### src/ctb_pkg.sv
// Shared constants, types and carriers for the console typewriter buffer.
// Assumes one 250 MHz system clock and a synchronous active-low reset.
`default_nettype none

package ctb_pkg;

  // Character and buffer geometry
  localparam int CTB_CHAR_W     = 6;
  localparam int CTB_AR_W       = 4;
  localparam int CTB_FIFO_DEPTH = 8;

  // Print cycle timing: ten characters per second
  localparam int CTB_CLK_HZ       = 250_000_000;
  localparam int CTB_CHAR_RATE_HZ = 10;
  localparam int CTB_PRINT_CYCLES = CTB_CLK_HZ / CTB_CHAR_RATE_HZ;
  localparam int CTB_TIMER_W      = 25;

  // Reset value of the typed-character buffer
  localparam logic [5:0] CTB_TBR_RESET = 6'h00;

  // Nonprinting control codes, zone in bits 5:4, numeric in 3:0
  localparam logic [5:0] CTB_CODE_CRLF = 6'h13;
  localparam logic [5:0] CTB_CODE_BELL = 6'h23;
  localparam logic [5:0] CTB_CODE_HTAB = 6'h2E;
  localparam logic [5:0] CTB_CODE_FORM = 6'h3E;

  // Processor operations handed to the block
  typedef enum logic [2:0] {
    CTB_OP_NONE,
    CTB_OP_PRINT,
    CTB_OP_ARM,
    CTB_OP_FETCH,
    CTB_OP_CLR_TYPE,
    CTB_OP_CLR_REQ,
    CTB_OP_CLR_REL
  } ctb_op_type;

  typedef struct packed {
    logic [1:0] zone;
    logic [3:0] numeric;
  } ctb_char_type;

  typedef struct packed {
    logic                valid;
    ctb_op_type          op;
    ctb_char_type        ch;
    logic [CTB_AR_W-1:0] ar_sel;
  } ctb_cmd_type;

  typedef struct packed {
    logic crlf;
    logic bell;
    logic htab;
    logic form;
  } ctb_ctrl_type;

  typedef struct packed {
    logic type_done;
    logic key_request;
    logic key_release;
  } ctb_ind_type;

endpackage

`default_nettype wire

### src/ctb_fifo.sv
// Small synchronous FIFO with valid/ready on both sides.
// Assumes the same clock and reset as the block that owns it.
`default_nettype none

module ctb_fifo #(
  parameter int WIDTH = 6,
  parameter int DEPTH = 8
) (
  input  wire logic             clk_sys_in,
  input  wire logic             rst_n_in,
  input  wire logic             in_valid_in,
  output var  logic             in_ready_out,
  input  wire logic [WIDTH-1:0] in_data_in,
  output var  logic             out_valid_out,
  input  wire logic             out_ready_in,
  output var  logic [WIDTH-1:0] out_data_out
);

  localparam int PW = $clog2(DEPTH);

  logic [WIDTH-1:0] mem_q [DEPTH];
  logic [PW:0]      wr_ptr_q;
  logic [PW:0]      rd_ptr_q;
  logic             push;
  logic             pop;
  logic             full;
  logic             empty;

  // Extra pointer bit tells full from empty
  assign full          = (wr_ptr_q[PW] != rd_ptr_q[PW]) && (wr_ptr_q[PW-1:0] == rd_ptr_q[PW-1:0]);
  assign empty         = (wr_ptr_q == rd_ptr_q);
  assign push          = in_valid_in && !full;
  assign pop           = out_ready_in && !empty;
  assign in_ready_out  = !full;
  assign out_valid_out = !empty;
  assign out_data_out  = mem_q[rd_ptr_q[PW-1:0]];

  // Storage is written only on an accepted push
  always_ff @(posedge clk_sys_in) begin
    if (push) begin
      mem_q[wr_ptr_q[PW-1:0]] <= in_data_in;
    end
  end

  // Pointers
  always_ff @(posedge clk_sys_in) begin
    if (!rst_n_in) begin
      wr_ptr_q <= '0;
      rd_ptr_q <= '0;
    end else begin
      if (push) wr_ptr_q <= wr_ptr_q + 1'b1;
      if (pop)  rd_ptr_q <= rd_ptr_q + 1'b1;
    end
  end

endmodule // ctb_fifo

`default_nettype wire

### src/ctb_print_timer.sv
// Print cycle timer: one start pulse, busy for CYCLES clocks, then a done pulse.
// Assumes the owner never starts it while busy.
`default_nettype none

module ctb_print_timer
  import ctb_pkg::*;
#(
  parameter int CYCLES = CTB_PRINT_CYCLES
) (
  input  wire logic clk_sys_in,
  input  wire logic rst_n_in,
  input  wire logic start_in,
  output var  logic busy_out,
  output var  logic done_out
);

  localparam logic [CTB_TIMER_W-1:0] LOAD = CTB_TIMER_W'(CYCLES - 1);

  logic [CTB_TIMER_W-1:0] count_q;

  // Count down while the print mechanism is in motion
  always_ff @(posedge clk_sys_in) begin
    if (!rst_n_in) begin
      count_q  <= '0;
      busy_out <= 1'b0;
      done_out <= 1'b0;
    end else begin
      done_out <= 1'b0;
      if (start_in && !busy_out) begin
        count_q  <= LOAD;
        busy_out <= 1'b1;
      end else if (busy_out) begin
        if (count_q == '0) begin
          busy_out <= 1'b0;
          done_out <= 1'b1;
        end else begin
          count_q <= count_q - 1'b1;
        end
      end
    end
  end

endmodule // ctb_print_timer

`default_nettype wire

### src/ctb_typewriter.sv
// Console typewriter buffer: six-bit character register between processor and typewriter.
// Assumes operator pins are asynchronous and processor commands are synchronous to clk_sys_in.
`default_nettype none

// How it works
// - Every character in or out passes one at a time through the six-bit typed_char_buffer.
// - A print_char_op issued while no print cycle runs loads the buffer from the command and starts one without stalling the processor.
// - The end of a print cycle sets the typewriter indicator and raises the contingency output.
// - The request button sets the request indicator and raises the contingency output.
// - A keyboard_arm_op arms the keyboard for exactly one character while the processor runs on.
// - A keyed character disarms the keyboard and sets the typewriter indicator.
// - A fetch_typed_char_op copies the buffer to the designated arithmetic register.
// - While on-line a keystroke only loads the buffer and never prints.
// - The release button sets the release indicator and raises the contingency output.
// - Characters are two zone bits and four numeric bits, with four decoded nonprinting controls.
// - The request button does nothing while the typewriter is off-line.
// - The keyboard-active lamp lights on arming and goes out on a keystroke or a release.
// - A print cycle lasts one tenth of a second.
module ctb_typewriter
  import ctb_pkg::*;
#(
  parameter int PRINT_CYCLES = CTB_PRINT_CYCLES
) (
  input  wire logic                clk_sys_in,
  input  wire logic                rst_n_in,
  input  wire ctb_cmd_type         cmd_in,
  input  wire logic                online_in,
  input  wire logic                key_strobe_in,
  input  wire logic [5:0]          key_char_in,
  input  wire logic                req_btn_in,
  input  wire logic                rel_btn_in,
  output var  logic                key_ready_out,
  output var  logic                print_strobe_out,
  output var  ctb_char_type        print_char_out,
  output var  ctb_ctrl_type        print_ctrl_out,
  output var  logic                print_busy_out,
  output var  logic                fetch_valid_out,
  output var  ctb_char_type        fetch_char_out,
  output var  logic [CTB_AR_W-1:0] fetch_ar_out,
  output var  logic                keyboard_active_out,
  output var  ctb_ind_type         indicators_out,
  output var  logic                contingency_out
);

  typedef enum logic {CTB_KB_IDLE, CTB_KB_ARMED} ctb_kb_state_type;

  // Pin synchroniser: strobe, request, release, online, then the character
  localparam int SW = 4 + CTB_CHAR_W;

  logic [SW-1:0]    sync1_q;
  logic [SW-1:0]    sync2_q;
  logic [2:0]       last_q;
  ctb_kb_state_type kb_q;
  ctb_kb_state_type kb_d;
  ctb_char_type     tbr_q;
  ctb_ind_type      ind_q;
  ctb_ind_type      ind_d;
  ctb_ind_type      ind_set;
  ctb_ind_type      ind_clr;
  logic             key_edge;
  logic             req_edge;
  logic             rel_edge;
  logic             online_s;
  logic [5:0]       key_char_s;
  logic             fifo_in_ready;
  logic             fifo_out_valid;
  logic [5:0]       fifo_out_data;
  logic             drain;
  logic             print_take;
  logic             fetch_take;
  logic             arm_take;
  logic             timer_busy;
  logic             timer_done;

  // Two flops on every pin before logic sees it
  always_ff @(posedge clk_sys_in) begin
    if (!rst_n_in) begin
      sync1_q <= '0;
      sync2_q <= '0;
    end else begin
      sync1_q <= {key_strobe_in, req_btn_in, rel_btn_in, online_in, key_char_in};
      sync2_q <= sync1_q;
    end
  end

  // Edge history for the three button-like pins
  always_ff @(posedge clk_sys_in) begin
    if (!rst_n_in) begin
      last_q <= 3'h0;
    end else begin
      last_q <= sync2_q[SW-1 -: 3];
    end
  end

  // Rising edges only; a held key or button counts once
  assign key_edge   = sync2_q[SW-1] && !last_q[2];
  assign req_edge   = sync2_q[SW-2] && !last_q[1];
  assign rel_edge   = sync2_q[SW-3] && !last_q[0];
  assign online_s   = sync2_q[SW-4];
  assign key_char_s = sync2_q[CTB_CHAR_W-1:0];

  // Command decode; a print while the mechanism moves is ignored
  assign print_take = cmd_in.valid && (cmd_in.op == CTB_OP_PRINT) && !timer_busy;
  assign fetch_take = cmd_in.valid && (cmd_in.op == CTB_OP_FETCH);
  assign arm_take   = cmd_in.valid && (cmd_in.op == CTB_OP_ARM);
  assign ind_clr.type_done   = cmd_in.valid && (cmd_in.op == CTB_OP_CLR_TYPE);
  assign ind_clr.key_request = cmd_in.valid && (cmd_in.op == CTB_OP_CLR_REQ);
  assign ind_clr.key_release = cmd_in.valid && (cmd_in.op == CTB_OP_CLR_REL);

  // Keystrokes queue until armed; a print load that cycle takes the buffer first
  assign drain = (kb_q == CTB_KB_ARMED) && fifo_out_valid && !print_take;

  // Indicator sources
  assign ind_set.type_done   = timer_done || drain;
  assign ind_set.key_request = req_edge && online_s;
  assign ind_set.key_release = rel_edge;

  // Set beats a clear landing in the same cycle
  assign ind_d = (ind_q & ~ind_clr) | ind_set;

  // Offline keystrokes belong to the plain typewriter and never reach the buffer
  ctb_fifo #(
    .WIDTH (CTB_CHAR_W),
    .DEPTH (CTB_FIFO_DEPTH)
  ) u_key_fifo (
    .clk_sys_in    (clk_sys_in),
    .rst_n_in      (rst_n_in),
    .in_valid_in   (key_edge && online_s),
    .in_ready_out  (fifo_in_ready),
    .in_data_in    (key_char_s),
    .out_valid_out (fifo_out_valid),
    .out_ready_in  (drain),
    .out_data_out  (fifo_out_data)
  );

  ctb_print_timer #(
    .CYCLES (PRINT_CYCLES)
  ) u_print_timer (
    .clk_sys_in (clk_sys_in),
    .rst_n_in   (rst_n_in),
    .start_in   (print_take),
    .busy_out   (timer_busy),
    .done_out   (timer_done)
  );

  // Keyboard arming: one character per arm, release also disarms
  always_comb begin
    kb_d = kb_q;
    case (kb_q)
      CTB_KB_IDLE: begin
        if (arm_take && !rel_edge) kb_d = CTB_KB_ARMED;
      end
      CTB_KB_ARMED: begin
        if (drain || rel_edge) kb_d = CTB_KB_IDLE;
      end
      default: kb_d = CTB_KB_IDLE;
    endcase
  end

  always_ff @(posedge clk_sys_in) begin
    if (!rst_n_in) begin
      kb_q <= CTB_KB_IDLE;
    end else begin
      kb_q <= kb_d;
    end
  end

  // The one buffer register; fetches only read it
  always_ff @(posedge clk_sys_in) begin
    if (!rst_n_in) begin
      tbr_q <= CTB_TBR_RESET;
    end else if (print_take) begin
      tbr_q <= cmd_in.ch;
    end else if (drain) begin
      tbr_q <= fifo_out_data;
    end
  end

  // Indicators and the combined contingency request
  always_ff @(posedge clk_sys_in) begin
    if (!rst_n_in) begin
      ind_q           <= '0;
      contingency_out <= 1'b0;
    end else begin
      ind_q           <= ind_d;
      contingency_out <= |ind_d;
    end
  end

  // Printer drive: a one-cycle strobe with the character and its control decode
  always_ff @(posedge clk_sys_in) begin
    if (!rst_n_in) begin
      print_strobe_out <= 1'b0;
      print_char_out   <= '0;
      print_ctrl_out   <= '0;
    end else begin
      print_strobe_out <= print_take;
      if (print_take) begin
        print_char_out      <= cmd_in.ch;
        print_ctrl_out.crlf <= (cmd_in.ch == CTB_CODE_CRLF);
        print_ctrl_out.bell <= (cmd_in.ch == CTB_CODE_BELL);
        print_ctrl_out.htab <= (cmd_in.ch == CTB_CODE_HTAB);
        print_ctrl_out.form <= (cmd_in.ch == CTB_CODE_FORM);
      end
    end
  end

  // Fetch answer to the arithmetic register file
  always_ff @(posedge clk_sys_in) begin
    if (!rst_n_in) begin
      fetch_valid_out <= 1'b0;
      fetch_char_out  <= '0;
      fetch_ar_out    <= '0;
    end else begin
      fetch_valid_out <= fetch_take;
      if (fetch_take) begin
        fetch_char_out <= tbr_q;
        fetch_ar_out   <= cmd_in.ar_sel;
      end
    end
  end

  // Status mirrors; key_ready lags the FIFO by one cycle, so the source keeps one spare slot
  always_ff @(posedge clk_sys_in) begin
    if (!rst_n_in) begin
      key_ready_out  <= 1'b0;
      print_busy_out <= 1'b0;
    end else begin
      key_ready_out  <= fifo_in_ready;
      print_busy_out <= timer_busy;
    end
  end

  assign keyboard_active_out = (kb_q == CTB_KB_ARMED);
  assign indicators_out      = ind_q;
endmodule // ctb_typewriter

`default_nettype wire

### config.mk
export PLATFORM = sky130hd
export DESIGN_NAME = ctb_typewriter
export DESIGN_NICKNAME = d
export VERILOG_FILES = /design/src/ctb_pkg.sv /design/src/ctb_fifo.sv /design/src/ctb_print_timer.sv /design/src/ctb_typewriter.sv
export SDC_FILE = /design/constraint.sdc
export NUM_CORES = 1
export LEC_CHECK = 0
export ABC_AREA = 0
export BUFFER_PORTS_ARGS = -buffer_cell sky130_fd_sc_hd__buf_2
export CAP_MARGIN = 5
export CORE_MARGIN = 1
export CORE_UTILIZATION = 61
export CTS_BUF_LIST = sky130_fd_sc_hd__clkbuf_8
export CTS_CLUSTER_DIAMETER = 80
export DETAILED_ROUTE_END_ITERATION = 7
export PLACE_DENSITY = 0.91
export SETUP_SLACK_MARGIN = 0.02
export SLEW_MARGIN = 20
export SYNTH_ARGS = -nofsm -noshare
export SYNTH_HDL_FRONTEND = slang
export SYNTH_SLANG_ARGS = --single-unit
### constraint.sdc
create_clock -name clk_sys_in -period 3.2 [get_ports clk_sys_in]
set_clock_uncertainty 0.05 [all_clocks]
set_input_delay 0.32 -clock clk_sys_in [delete_from_list [all_inputs] [get_ports clk_sys_in]]
set_output_delay 0.32 -clock clk_sys_in [all_outputs]
set_load 0.05 [all_outputs]
==> results of run 1 <==
-- cells in the mapped netlist, types with 2 or more instances --
cell type	n
a2111oi_0	6
mux2_2	12
o211ai_1	4
o22ai_1	6
nor2_1	34
and2_1	27
nand3_1	2
nand4b_1	4
inv_1	11
buf_2	5
nor2b_1	12
nor4_1	14
o2bb2ai_1	5
dfxtp_1	96
or4_1	3
nor3_2	2
nand4_1	2
a211oi_1	13
o21ai_0	8
a311oi_1	4
a21oi_1	37
o311a_1	2
ha_1	4
nor3_1	16
clkbuf_1	15
edfxtp_1	48
or3_1	7
buf_1	6
nand2b_1	5
mux2i_1	2
xnor2_1	18
nor4_4	2
nand2_1	52
xor2_1	6
and3_1	4
nor3b_1	3
-- registers in the layout (all words and copies together), names as in the netlist, named ones only --
name                    count
u_print_timer.busy_out      1
indicators_out              3
u_key_fifo.wr_ptr_q         4
u_key_fifo.rd_ptr_q         4
keyboard_active_out         1
u_print_timer.done_out      1
last_q                      3
print_strobe_out            1
sync1_q                    10
fetch_valid_out             1
sync2_q                    10
fetch_ar_out                4
print_busy_out              1
key_ready_out               1
print_char_out              6
fetch_char_out              6
tbr_q                       6
u_key_fifo.mem_q           48
contingency_out             1
u_print_timer.count_q      25
print_ctrl_out              4
-- worst max path at each step --
stage                                        end  slack, ps  cells past startpoint
final                     u_key_fifo.mem_q[4][0]        660                      5
after global routing      u_key_fifo.mem_q[4][0]        490                      5
after CTS                 u_key_fifo.mem_q[4][0]        670                      5
after detailed placement  u_key_fifo.mem_q[4][0]        720                      5
after global placement    u_key_fifo.mem_q[4][5]        850                      5
after floorplan           u_key_fifo.mem_q[4][0]        980                      6
-- report_power, final --
part / switching [mW] / internal, mW / total, mW
clock: 0.673 / 0.606 / 1.28
combinational: 0.197 / 0.100 / 0.297
sequential: 0.0394 / 1.92 / 1.96
total: 0.910 / 2.63 / 3.54
-- through the flow --
stage | setup slack [ps] | hold WS [ps] | utilization, % | area, µm²
floorplan | 980.8 | 361.9 | - | 5692
global placement | 846.9 | 364.2 | 68.00 | 6046
detailed placement | 717.3 | 366.9 | 68.00 | 6046
CTS | 673.6 | 32.31 | 72.01 | 6402
global route | 491.4 | 11.45 | 72.01 | 6402
finish | 659.5 | 40.88 | 72.01 | 6402
-- worst max-delay path, cell delays in order (launching register included) --
cell	delay (ps)
dfxtp_1	500
xor2_1	310
or2_1	190
o21ai_2	160
or2_2	360
nor3_1	600
-- cells by family (layout without fill, tap and decap cells) --
group / Yosys count / count (layout)
AND/OR/NAND/NOR: 200 / 200
flip-flops: 144 / 144
multiplexers: 14 / 14
buffers and inverters: 38 / 105
XOR/XNOR: 24 / 24
AO/OA/AOI/OAI: 95 / 95
adder cells (fa/ha/maj): 4 / 4
-- cell type report --
type	instances	share of cell area [%]
Sequential cell	144	52.53
Multi-Input combinational cell	337	33.98
Timing Repair Buffer	62	5.159
Clock buffer	17	3.654
Tap cell	108	2.111
Clock inverter	15	1.915
Inverter	11	0.6449
-- routing by layer --
layer,track usage (%),up-vias,wire [µm]
met2,42.36,187,5844
li1,-,1985,-
met3,6.879,27,798
met1,32.36,1987,4997
met5,0,-,0
met4,11.94,0,257
==> reports/qor.tcl, run 1 <==
set qor(run_status) {finished, final reports clean}
set qor(max-vdd-ir-drop_uv) 414.8
set qor(routedWlPerCell_um) 17.14
set qor(post_cts_resize_count) 0
set qor(maximum_clock_insertion_buffer_count) 2
set qor(slew-limit-headroom_pct) 26.35
set qor(syn_nets) 549
set qor(via_count) 4186
set qor(routabilityCongestion) 0.8574
set qor(finalNonFillerCells) 694
set qor(hold_buf_count_cts) 0
set qor(fill_cells) 574
set qor(worst_hold_depth) 2
set qor(nNetsFinal) 603
set qor(largest_family_of_logic_cells_by_synthesized_area) {simple AND/OR/NAND/NOR gates}
set qor(die_height_um) 98.60
set qor(synth_top_area_share_pct) 33.77
set qor(worstPathMaxFanout) 10
set qor(finalHoldViolations) 0
set qor(power.density_nw_per_um2) 552.7
set qor(grt_first_pass_wirelength_mm) 19.22
set qor(synth.yosys.seq_area_share_pct) 59.09
set qor(clock_tree.htree_level_count) 4
set qor(timing.reg2reg.worst_path_depth) 5
set qor(clock_tree.root_cell) {clkbuf_8}
set qor(layout_commonest_cell) {dfxtp_1}
set qor(hold_end) {sync1_q[3]}
set qor(cp-startpoint) {u_key_fifo.wr_ptr_q[0]}
set qor(layout_stage_area_growth_over_the_synthesis_result_pct) 12.49
set qor(core_region_area_um2) 8891
set qor(totalWireLength_mm) 11.90
set qor(cts.repair_timing.setup_buffer_count) 0
set qor(grt.total_usage_pct) 25.90
set qor(synthTopCellsByArea) {dfxtp_1 34%, edfxtp_1 25%, nand2_1 3.4%}
set qor(mostFrequentLayoutCells) {96 x dfxtp_1, 54 x buf_2, 52 x nand2_1}
set qor(io-pin-count) 55
set qor(insertion_delay_ps) 430
set qor(r2r_setup_slack_ps) 660
set qor(mappedNetlistArea_um2) 5692
set qor(worst_slew_pin_slew_ps) 1096
set qor(placedCellCount) 662
set qor(synth-adder-area-share_pct) 0.8793
set qor(worstSetupStartpointType) {flip-flop}
set qor(buffer_ports.inserted) 54
set qor(synth-warning-count) 0
set qor(ys_dominant_reg_cell) {dfxtp_1}
set qor(multi_input_area_um2) 2176
set qor(hp-class) {primary input to flip-flop}
set qor(multiplexer_share_of_the_synthesized_area_pct) 2.726
set qor(cp_data_required_time_ps) 3210
set qor(numCtsBuffers) 17
set qor(layout_min_cycle_time_ps) 2541
set qor(antenna_cells_inserted) 0
set qor(number_of_global_route_vias_before_repair) 4067
set qor(endpoint_arrival_time_on_the_critical_path_ps) 2560
set qor(fmaxAchievable_mhz) 393.6
set qor(floorplan.initialDensity_pct) 64.02
set qor(synthArstFlopShare_pct) 0
set qor(synth_compound_area_share_pct) 11.43
set qor(remaining_antenna_violation_count) 0
set qor(ys_types) 58
set qor(synth_top_cell_by_area) {dfxtp_1}
set qor(largest_net_degree_at_the_start_of_global_routing) 36
set qor(post_route_cells_drive_above_1_share_pct) 19.62
set qor(worst_hold_launch) {key_char_in[3]}
set qor(cts_tree) {built}
set qor(grt_overflow_total) 0
set qor(starting_drt_drc_count) 456
set qor(firstDrtPassIters) 5
set qor(critPathKind) {flip-flop to flip-flop}
set qor(postSynthAreaPerCell_um2) 10.97
set qor(regArea_um2) 3363
set qor(final.period_utilization_pct) 79.39
set qor(finalMaxSlewViolations) 0
set qor(avgViaCountPerCell) 6.032
set qor(r2r_startpoint) {u_key_fifo.wr_ptr_q[0]}
set qor(postSynthCellCount) 519
set qor(timing.critical_path.to_type) {flip-flop}
set qor(p_total_mw) 3.539
set qor(synth-edff-count) 48
set qor(power.leakage_nw) 2.381
set qor(clock_sinks) 144
set qor(critical_register_to_register_path_endpoint) {u_key_fifo.mem_q[4][0]}
set qor(setup_tns_ps) 0
set qor(die_w_um) 98.60
set qor(placement_rows) 34
set qor(antenna_found_initial) 0
set qor(drcViolationCount) 0
set qor(synth-seq-cells) 144
set qor(rsz_0062_raised_after_global_routing) {false}
set qor(fp.dieArea_um2) 9721
set qor(max_cap_violations) 0
set qor(post_synth_and_or_nand_nor_area_fraction_pct) 19.50
set qor(place_hpwl_mm) 7.882
set qor(post_synthesis_share_of_cell_area_spent_on_xor_and_xnor_gates_pct) 3.693
set qor(clkSlewWorstSetupHoldPaths_ps) 70
set qor(final-setup-viol-count) 0
Power figures use the tool's default switching activity.
==> run 2, diff against run 1 <==
==> constraint.sdc (replaced) <==
create_clock -name clk_sys_in -period 2.4 [get_ports clk_sys_in]
set_clock_uncertainty 0.05 [all_clocks]
set_input_delay 0.24 -clock clk_sys_in [delete_from_list [all_inputs] [get_ports clk_sys_in]]
set_output_delay 0.24 -clock clk_sys_in [all_outputs]
set_load 0.05 [all_outputs]
==> reports/qor.tcl, run 2 (synthesized netlist as in run 1, its figures left out) <==
set qor(number_of_global_route_vias_before_repair) 4564
set qor(avgViaCountPerCell) 6.285
set qor(totalWireLength_mm) 13.73
set qor(largest_net_degree_at_the_start_of_global_routing) 36
set qor(mostFrequentLayoutCells) {96 x dfxtp_1, 54 x buf_2, 52 x nand2_1}
set qor(run_status) {finished, final reports clean}
set qor(routabilityCongestion) 0.9527
set qor(worst_slew_pin_slew_ps) 833.5
set qor(power.density_nw_per_um2) 748.6
set qor(slew-limit-headroom_pct) 44.37
set qor(finalCoreUtilization_pct) 75.30
set qor(grt_first_pass_wirelength_mm) 22.38
set qor(finalHoldViolations) 0
set qor(place_hpwl_mm) 8.096
set qor(fp.dieArea_um2) 9721
set qor(remaining_antenna_violation_count) 0
set qor(routedWlPerCell_um) 19.06
set qor(starting_drt_drc_count) 393
set qor(layout_stage_area_growth_over_the_synthesis_result_pct) 17.63
set qor(cts_tree) {built}
set qor(antenna_found_initial) 0
set qor(drcViolationCount) 0
set qor(maximum_clock_insertion_buffer_count) 2
set qor(placement_rows) 34
set qor(floorplan.initialDensity_pct) 64.02
set qor(routed-wl-met3_mm) 1.134
set qor(clock_sinks) 144
set qor(worstPathMaxFanout) 6
set qor(fill_cells) 487
set qor(final.period_utilization_pct) 95.39
set qor(placedInstanceArea_um2) 6121
set qor(nNetsFinal) 629
set qor(rsz_0062_raised_after_global_routing) {false}
set qor(clock_tree.htree_level_count) 4
set qor(post-route-cell-area_um2) 6695
set qor(clock_tree.root_cell) {clkbuf_8}
set qor(core_region_area_um2) 8891
set qor(die_w_um) 98.60
set qor(dr_wl_met2_mm) 6.648
set qor(cts.repair_timing.setup_buffer_count) 0
set qor(via_count) 4525
set qor(layout_min_cycle_time_ps) 2289
set qor(maxUsedRoutingLayer) {met4}
set qor(met1Wirelength_mm) 5.238
set qor(firstDrtPassIters) 6
set qor(power.leakage_nw) 2.527
set qor(hp-class) {primary input to flip-flop}
set qor(grt_overflow_total) 0
set qor(fmaxAchievable_mhz) 436.8
set qor(finalMaxSlewViolations) 0
set qor(io-pin-count) 55
set qor(critPathKind) {flip-flop to flip-flop}
set qor(clkSlewWorstSetupHoldPaths_ps) 80
set qor(die_height_um) 98.60
set qor(endpoint_arrival_time_on_the_critical_path_ps) 2530
set qor(max_cap_violations) 0
set qor(antenna_cells_inserted) 0
set qor(insertion_delay_ps) 460
set qor(grt.total_usage_pct) 30.09
set qor(worstSetupStartpointType) {flip-flop}
set qor(layout_commonest_cell) {dfxtp_1}
set qor(timing.critical_path.to_type) {flip-flop}
set qor(max-vdd-ir-drop_uv) 466.2
set qor(post_route_cells_drive_above_1_share_pct) 21.24
set qor(setup_tns_ps) 0
set qor(cp_data_required_time_ps) 2640
set qor(largest_register_ff_count) 48
set qor(numCtsBuffers) 17
set qor(buffer_ports.inserted) 54
set qor(final-setup-viol-count) 0
[run 2: cell types whose count changed in the layout (fill, tap and decap cells not counted), moves of 2 or more]
cell	change
inv_1	-2
clkinvlp_4	-2
dlygate4sd3_1	+16
inv_8	+3
inv_6	+2
buf_4	+10
[run 2: worst max-delay path, cell delays in order (launching register included)]
cell	delay, ps
dfxtp_1	370
nor4_1	510
nand2_1	320
nor4_1	550
xnor2_1	200
a21oi_1	120
[run 2: per-stage QoR]
stage / std cells / total power [mW] / hold WS, ps / worst slack [ps]
2_1_floorplan: 519 / 2.946 / 306.9 / 180.8
6_report: 720 / 5.012 / 27.60 / 110.6
3_3_place_gp: 672 / 3.028 / 364.6 / 350.1
4_1_cts: 720 / 4.987 / 19.01 / 78.72
3_5_place_dp: 672 / 3.052 / 370.3 / 183.8
5_1_grt: 720 / 5.150 / 19.82 / 37.28
[run 2: power by group]
group	internal [mW]	leakage, nW	switching, mW	total, mW
Combinational	0.156	1.10	0.276	0.433
Clock	0.959	0.203	1.00	1.96
Sequential	2.56	1.22	0.0548	2.62
[run 2: what timing repair did]
| item | in CTS | in global routing |
|---|---|---|
| setup endpoints to repair | 0 | 7 |
| endpoints found under the hold margin | 16 | 0 |
| hold buffers | 16 | 0 |
| resized for setup | 0 | 2 |
[run 2: per-layer routing]
| metal | GRT usage (%) | vias up |
|---|---|---|
| li1 | - | 2043 |
| met1 | 35.37 | 2131 |
| met2 | 49.73 | 280 |
| met3 | 7.447 | 71 |
| met4 | 19.06 | 0 |
| met5 | 0 | - |
[run 2: area by class of cell]
| type | instances | area (µm²) | share of cell area [%] |
|---|---|---|---|
| multi-input combinational | 337 | 2180 | 32.55 |
| sequential | 144 | 3363 | 50.23 |
| tap | 108 | 135.1 | 2.018 |
| timing repair buffer | 88 | 565.5 | 8.447 |
| inverter | 11 | 41.29 | 0.6167 |
| clock buffer | 17 | 234.0 | 3.495 |
| clock inverter | 15 | 176.4 | 2.635 |
[run 2: path summary, 6_finish.rpt]
| path | slack, ps | cells after the start | to | startpoint |
|---|---|---|---|---|
| setup reg to reg | 110 | 5 | u_print_timer.count_q[22] | u_print_timer.count_q[12] |
| setup / recovery | 110 | 5 | u_print_timer.count_q[22] | u_print_timer.count_q[12] |
| hold / removal | 30 | 2 | tbr_q[2] | cmd_in[6] |
| hold reg to reg | 390 | 1 | sync2_q[4] | sync1_q[4] |
==> run 3, diff against run 2 <==
--- a/config.mk
+++ b/config.mk
@@ -13,7 +13,7 @@
 export CTS_BUF_LIST = sky130_fd_sc_hd__clkbuf_8
 export CTS_CLUSTER_DIAMETER = 80
 export DETAILED_ROUTE_END_ITERATION = 7
-export PLACE_DENSITY = 0.91
+export PLACE_DENSITY = 0.82
 export SETUP_SLACK_MARGIN = 0.02
 export SLEW_MARGIN = 20
 export SYNTH_ARGS = -nofsm -noshare
==> reports/qor.tcl, run 3 (synthesized netlist as in run 1, its figures left out) <==
set qor(run_status) {finished, final reports clean}
set qor(starting_drt_drc_count) 196
set qor(placement_rows) 34
set qor(worst_slew_pin_slew_ps) 855.9
set qor(setup_tns_ps) 0
set qor(power.density_nw_per_um2) 772.0
set qor(layout_stage_area_growth_over_the_synthesis_result_pct) 18.40
set qor(die_height_um) 98.60
set qor(via_count) 4219
set qor(number_of_global_route_vias_before_repair) 4187
set qor(critical-path-top-delay-family) {compound AO/OA/AOI/OAI gates}
set qor(endpoint_arrival_time_on_the_critical_path_ps) 2480
set qor(cts_tree) {built}
set qor(r2r_setup_slack_ps) 190
set qor(hp-class) {primary input to flip-flop}
set qor(finalHoldViolations) 0
set qor(crit_path_cell_trace) {inv_1 -> ha_1 -> nor3b_1 -> nand4_1 -> o21ai_0 -> o211ai_1 -> o311a_1}
set qor(antenna_cells_inserted) 0
set qor(finalMaxSlewViolations) 0
set qor(critPathSlowestCell) {o21ai_0}
set qor(layout_commonest_cell) {dfxtp_1}
set qor(post_route_cells_drive_above_1_share_pct) 21.28
set qor(die_w_um) 98.60
set qor(cp_data_required_time_ps) 2680
set qor(worstSetupStartpointType) {flip-flop}
set qor(timing.critical_path.to_type) {flip-flop}
set qor(met1Wirelength_mm) 5.246
set qor(clkSlewWorstSetupHoldPaths_ps) 80
set qor(io-pin-count) 55
set qor(final.period_utilization_pct) 91.98
set qor(routedWlPerCell_um) 16.85
set qor(clock_tree.root_cell) {clkbuf_8}
set qor(floorplan.initialDensity_pct) 64.02
set qor(cts.repair_timing.setup_buffer_count) 0
set qor(layout_min_cycle_time_ps) 2208
set qor(grt_first_pass_wirelength_mm) 20.18
set qor(firstDrtPassIters) 4
set qor(largest_net_degree_at_the_start_of_global_routing) 36
set qor(routed-wl-met3_um) 453
set qor(mostFrequentLayoutCells) {96 x dfxtp_1, 54 x buf_2, 52 x nand2_1}
set qor(drcViolationCount) 0
set qor(max-vdd-ir-drop_uv) 508.9
set qor(buffer_ports.inserted) 54
set qor(worst-path-stages) 7
set qor(cp-startpoint) {u_print_timer.count_q[0]}
set qor(critical_path.endpoint) {u_print_timer.count_q[3]}
set qor(maxUsedRoutingLayer) {met4}
set qor(clock_sinks) 144
set qor(finalHoldWorstSlack_ps) 19.57
set qor(largest_register_ff_count) 48
set qor(critPathKind) {flip-flop to flip-flop}
set qor(maximum_clock_insertion_buffer_count) 2
set qor(nNetsFinal) 628
set qor(final-setup-viol-count) 0
set qor(numCtsBuffers) 17
set qor(fmaxAchievable_mhz) 453.0
set qor(slew-limit-headroom_pct) 42.88
set qor(max_cap_violations) 0
set qor(timing.reg2reg.worst_path_depth) 7
set qor(worstPathMaxFanout) 5
set qor(totalWireLength_mm) 12.12
set qor(antenna_found_initial) 0
set qor(fp.dieArea_um2) 9721
set qor(routabilityCongestion) 0.8298
set qor(power.leakage_nw) 2.549
set qor(dr_wl_met2_mm) 6.114
set qor(insertion_delay_ps) 440
set qor(core_region_area_um2) 8891
set qor(avgViaCountPerCell) 5.868
set qor(rsz_0062_raised_after_global_routing) {false}
set qor(grt_overflow_total) 0
set qor(clock_tree.htree_level_count) 4
set qor(grt.total_usage_pct) 26.85
set qor(cpPeakStageDelay_ps) 460
set qor(path_buf_inv) 1
set qor(r2r_startpoint) {u_print_timer.count_q[0]}
set qor(remaining_antenna_violation_count) 0
set qor(finalCoreUtilization_pct) 75.80
set qor(critical_register_to_register_path_endpoint) {u_print_timer.count_q[3]}
set qor(place_hpwl_mm) 7.952
## run 3: cell types whose count changed in the layout (fill, tap and decap cells not counted), moves of 2 or more
| cell | before | now |
|---|---|---|
| clkinv_2 | 0 | 4 |
| clkinv_4 | 4 | 1 |
| inv_8 | 3 | 0 |
| bufinv_16 | 2 | 5 |
| inv_6 | 4 | 2 |
## run 3: per-layer routing
metal / vias up / global-route usage [%]
met5: - / 0
met4: 0 / 12.86
li1: 2033 / -
met1: 2054 / 32.97
met2: 99 / 45.45
met3: 33 / 5.603
## run 3: where the power goes
part / internal (mW) / switching [mW] / total (mW) / leakage (nW)
registers: 2.56 / 0.0525 / 2.62 / 1.22
clock network: 1.27 / 0.908 / 2.17 / 0.229
logic: 0.156 / 0.258 / 0.414 / 1.09
## run 3: worst reg2reg max path, cell delays in order (launching register included)
cell and delay [ps]:
dfxtp_1 350, inv_1 90, ha_1 170, nor3b_1 370, nand4_1 280, o21ai_0 460
o211ai_1 160, o311a_1 160
## run 3: worst min-delay path by stage
stage	startpoint	to	slack (ps)	cells after the start
floorplan	cmd_in[5]	tbr_q[1]	310	1
global placement	sync1_q[9]	sync2_q[9]	370	1
detailed placement	sync1_q[2]	sync2_q[2]	370	1
CTS	cmd_in[4]	print_char_out[0]	4	3
global route	cmd_in[6]	tbr_q[2]	20	2
finish	cmd_in[6]	tbr_q[2]	20	2
## run 3: cell type report
type                       instances  area (µm²)
clock buffer                      18       247.7
tap                              108       135.1
timing repair buffer              87       558.0
clock inverter                    14       211.5
multi-input combinational        337        2182
fill                             571        2152
inverter                          11       41.29
sequential                       144        3363
## run 3: metrics by stage
step / area [µm²] / cells / worst slack (ps) / power (mW)
global route: 6739 / 719 / 13.39 / 5.376
global placement: 6113 / 671 / 260.5 / 3.034
CTS: 6733 / 719 / 122.4 / 5.211
floorplan: 5692 / 519 / 180.8 / 2.946
detailed placement: 6113 / 671 / 152.4 / 3.052
finish: 6739 / 719 / 192.5 / 5.203
## run 3: repair_timing
| action | CTS | global route |
|---|---|---|
| resized for setup | 0 | 3 |
| setup endpoints to repair | 0 | 18 |
| hold buffers | 16 | 0 |
| endpoints found under the hold margin | 16 | 0 |
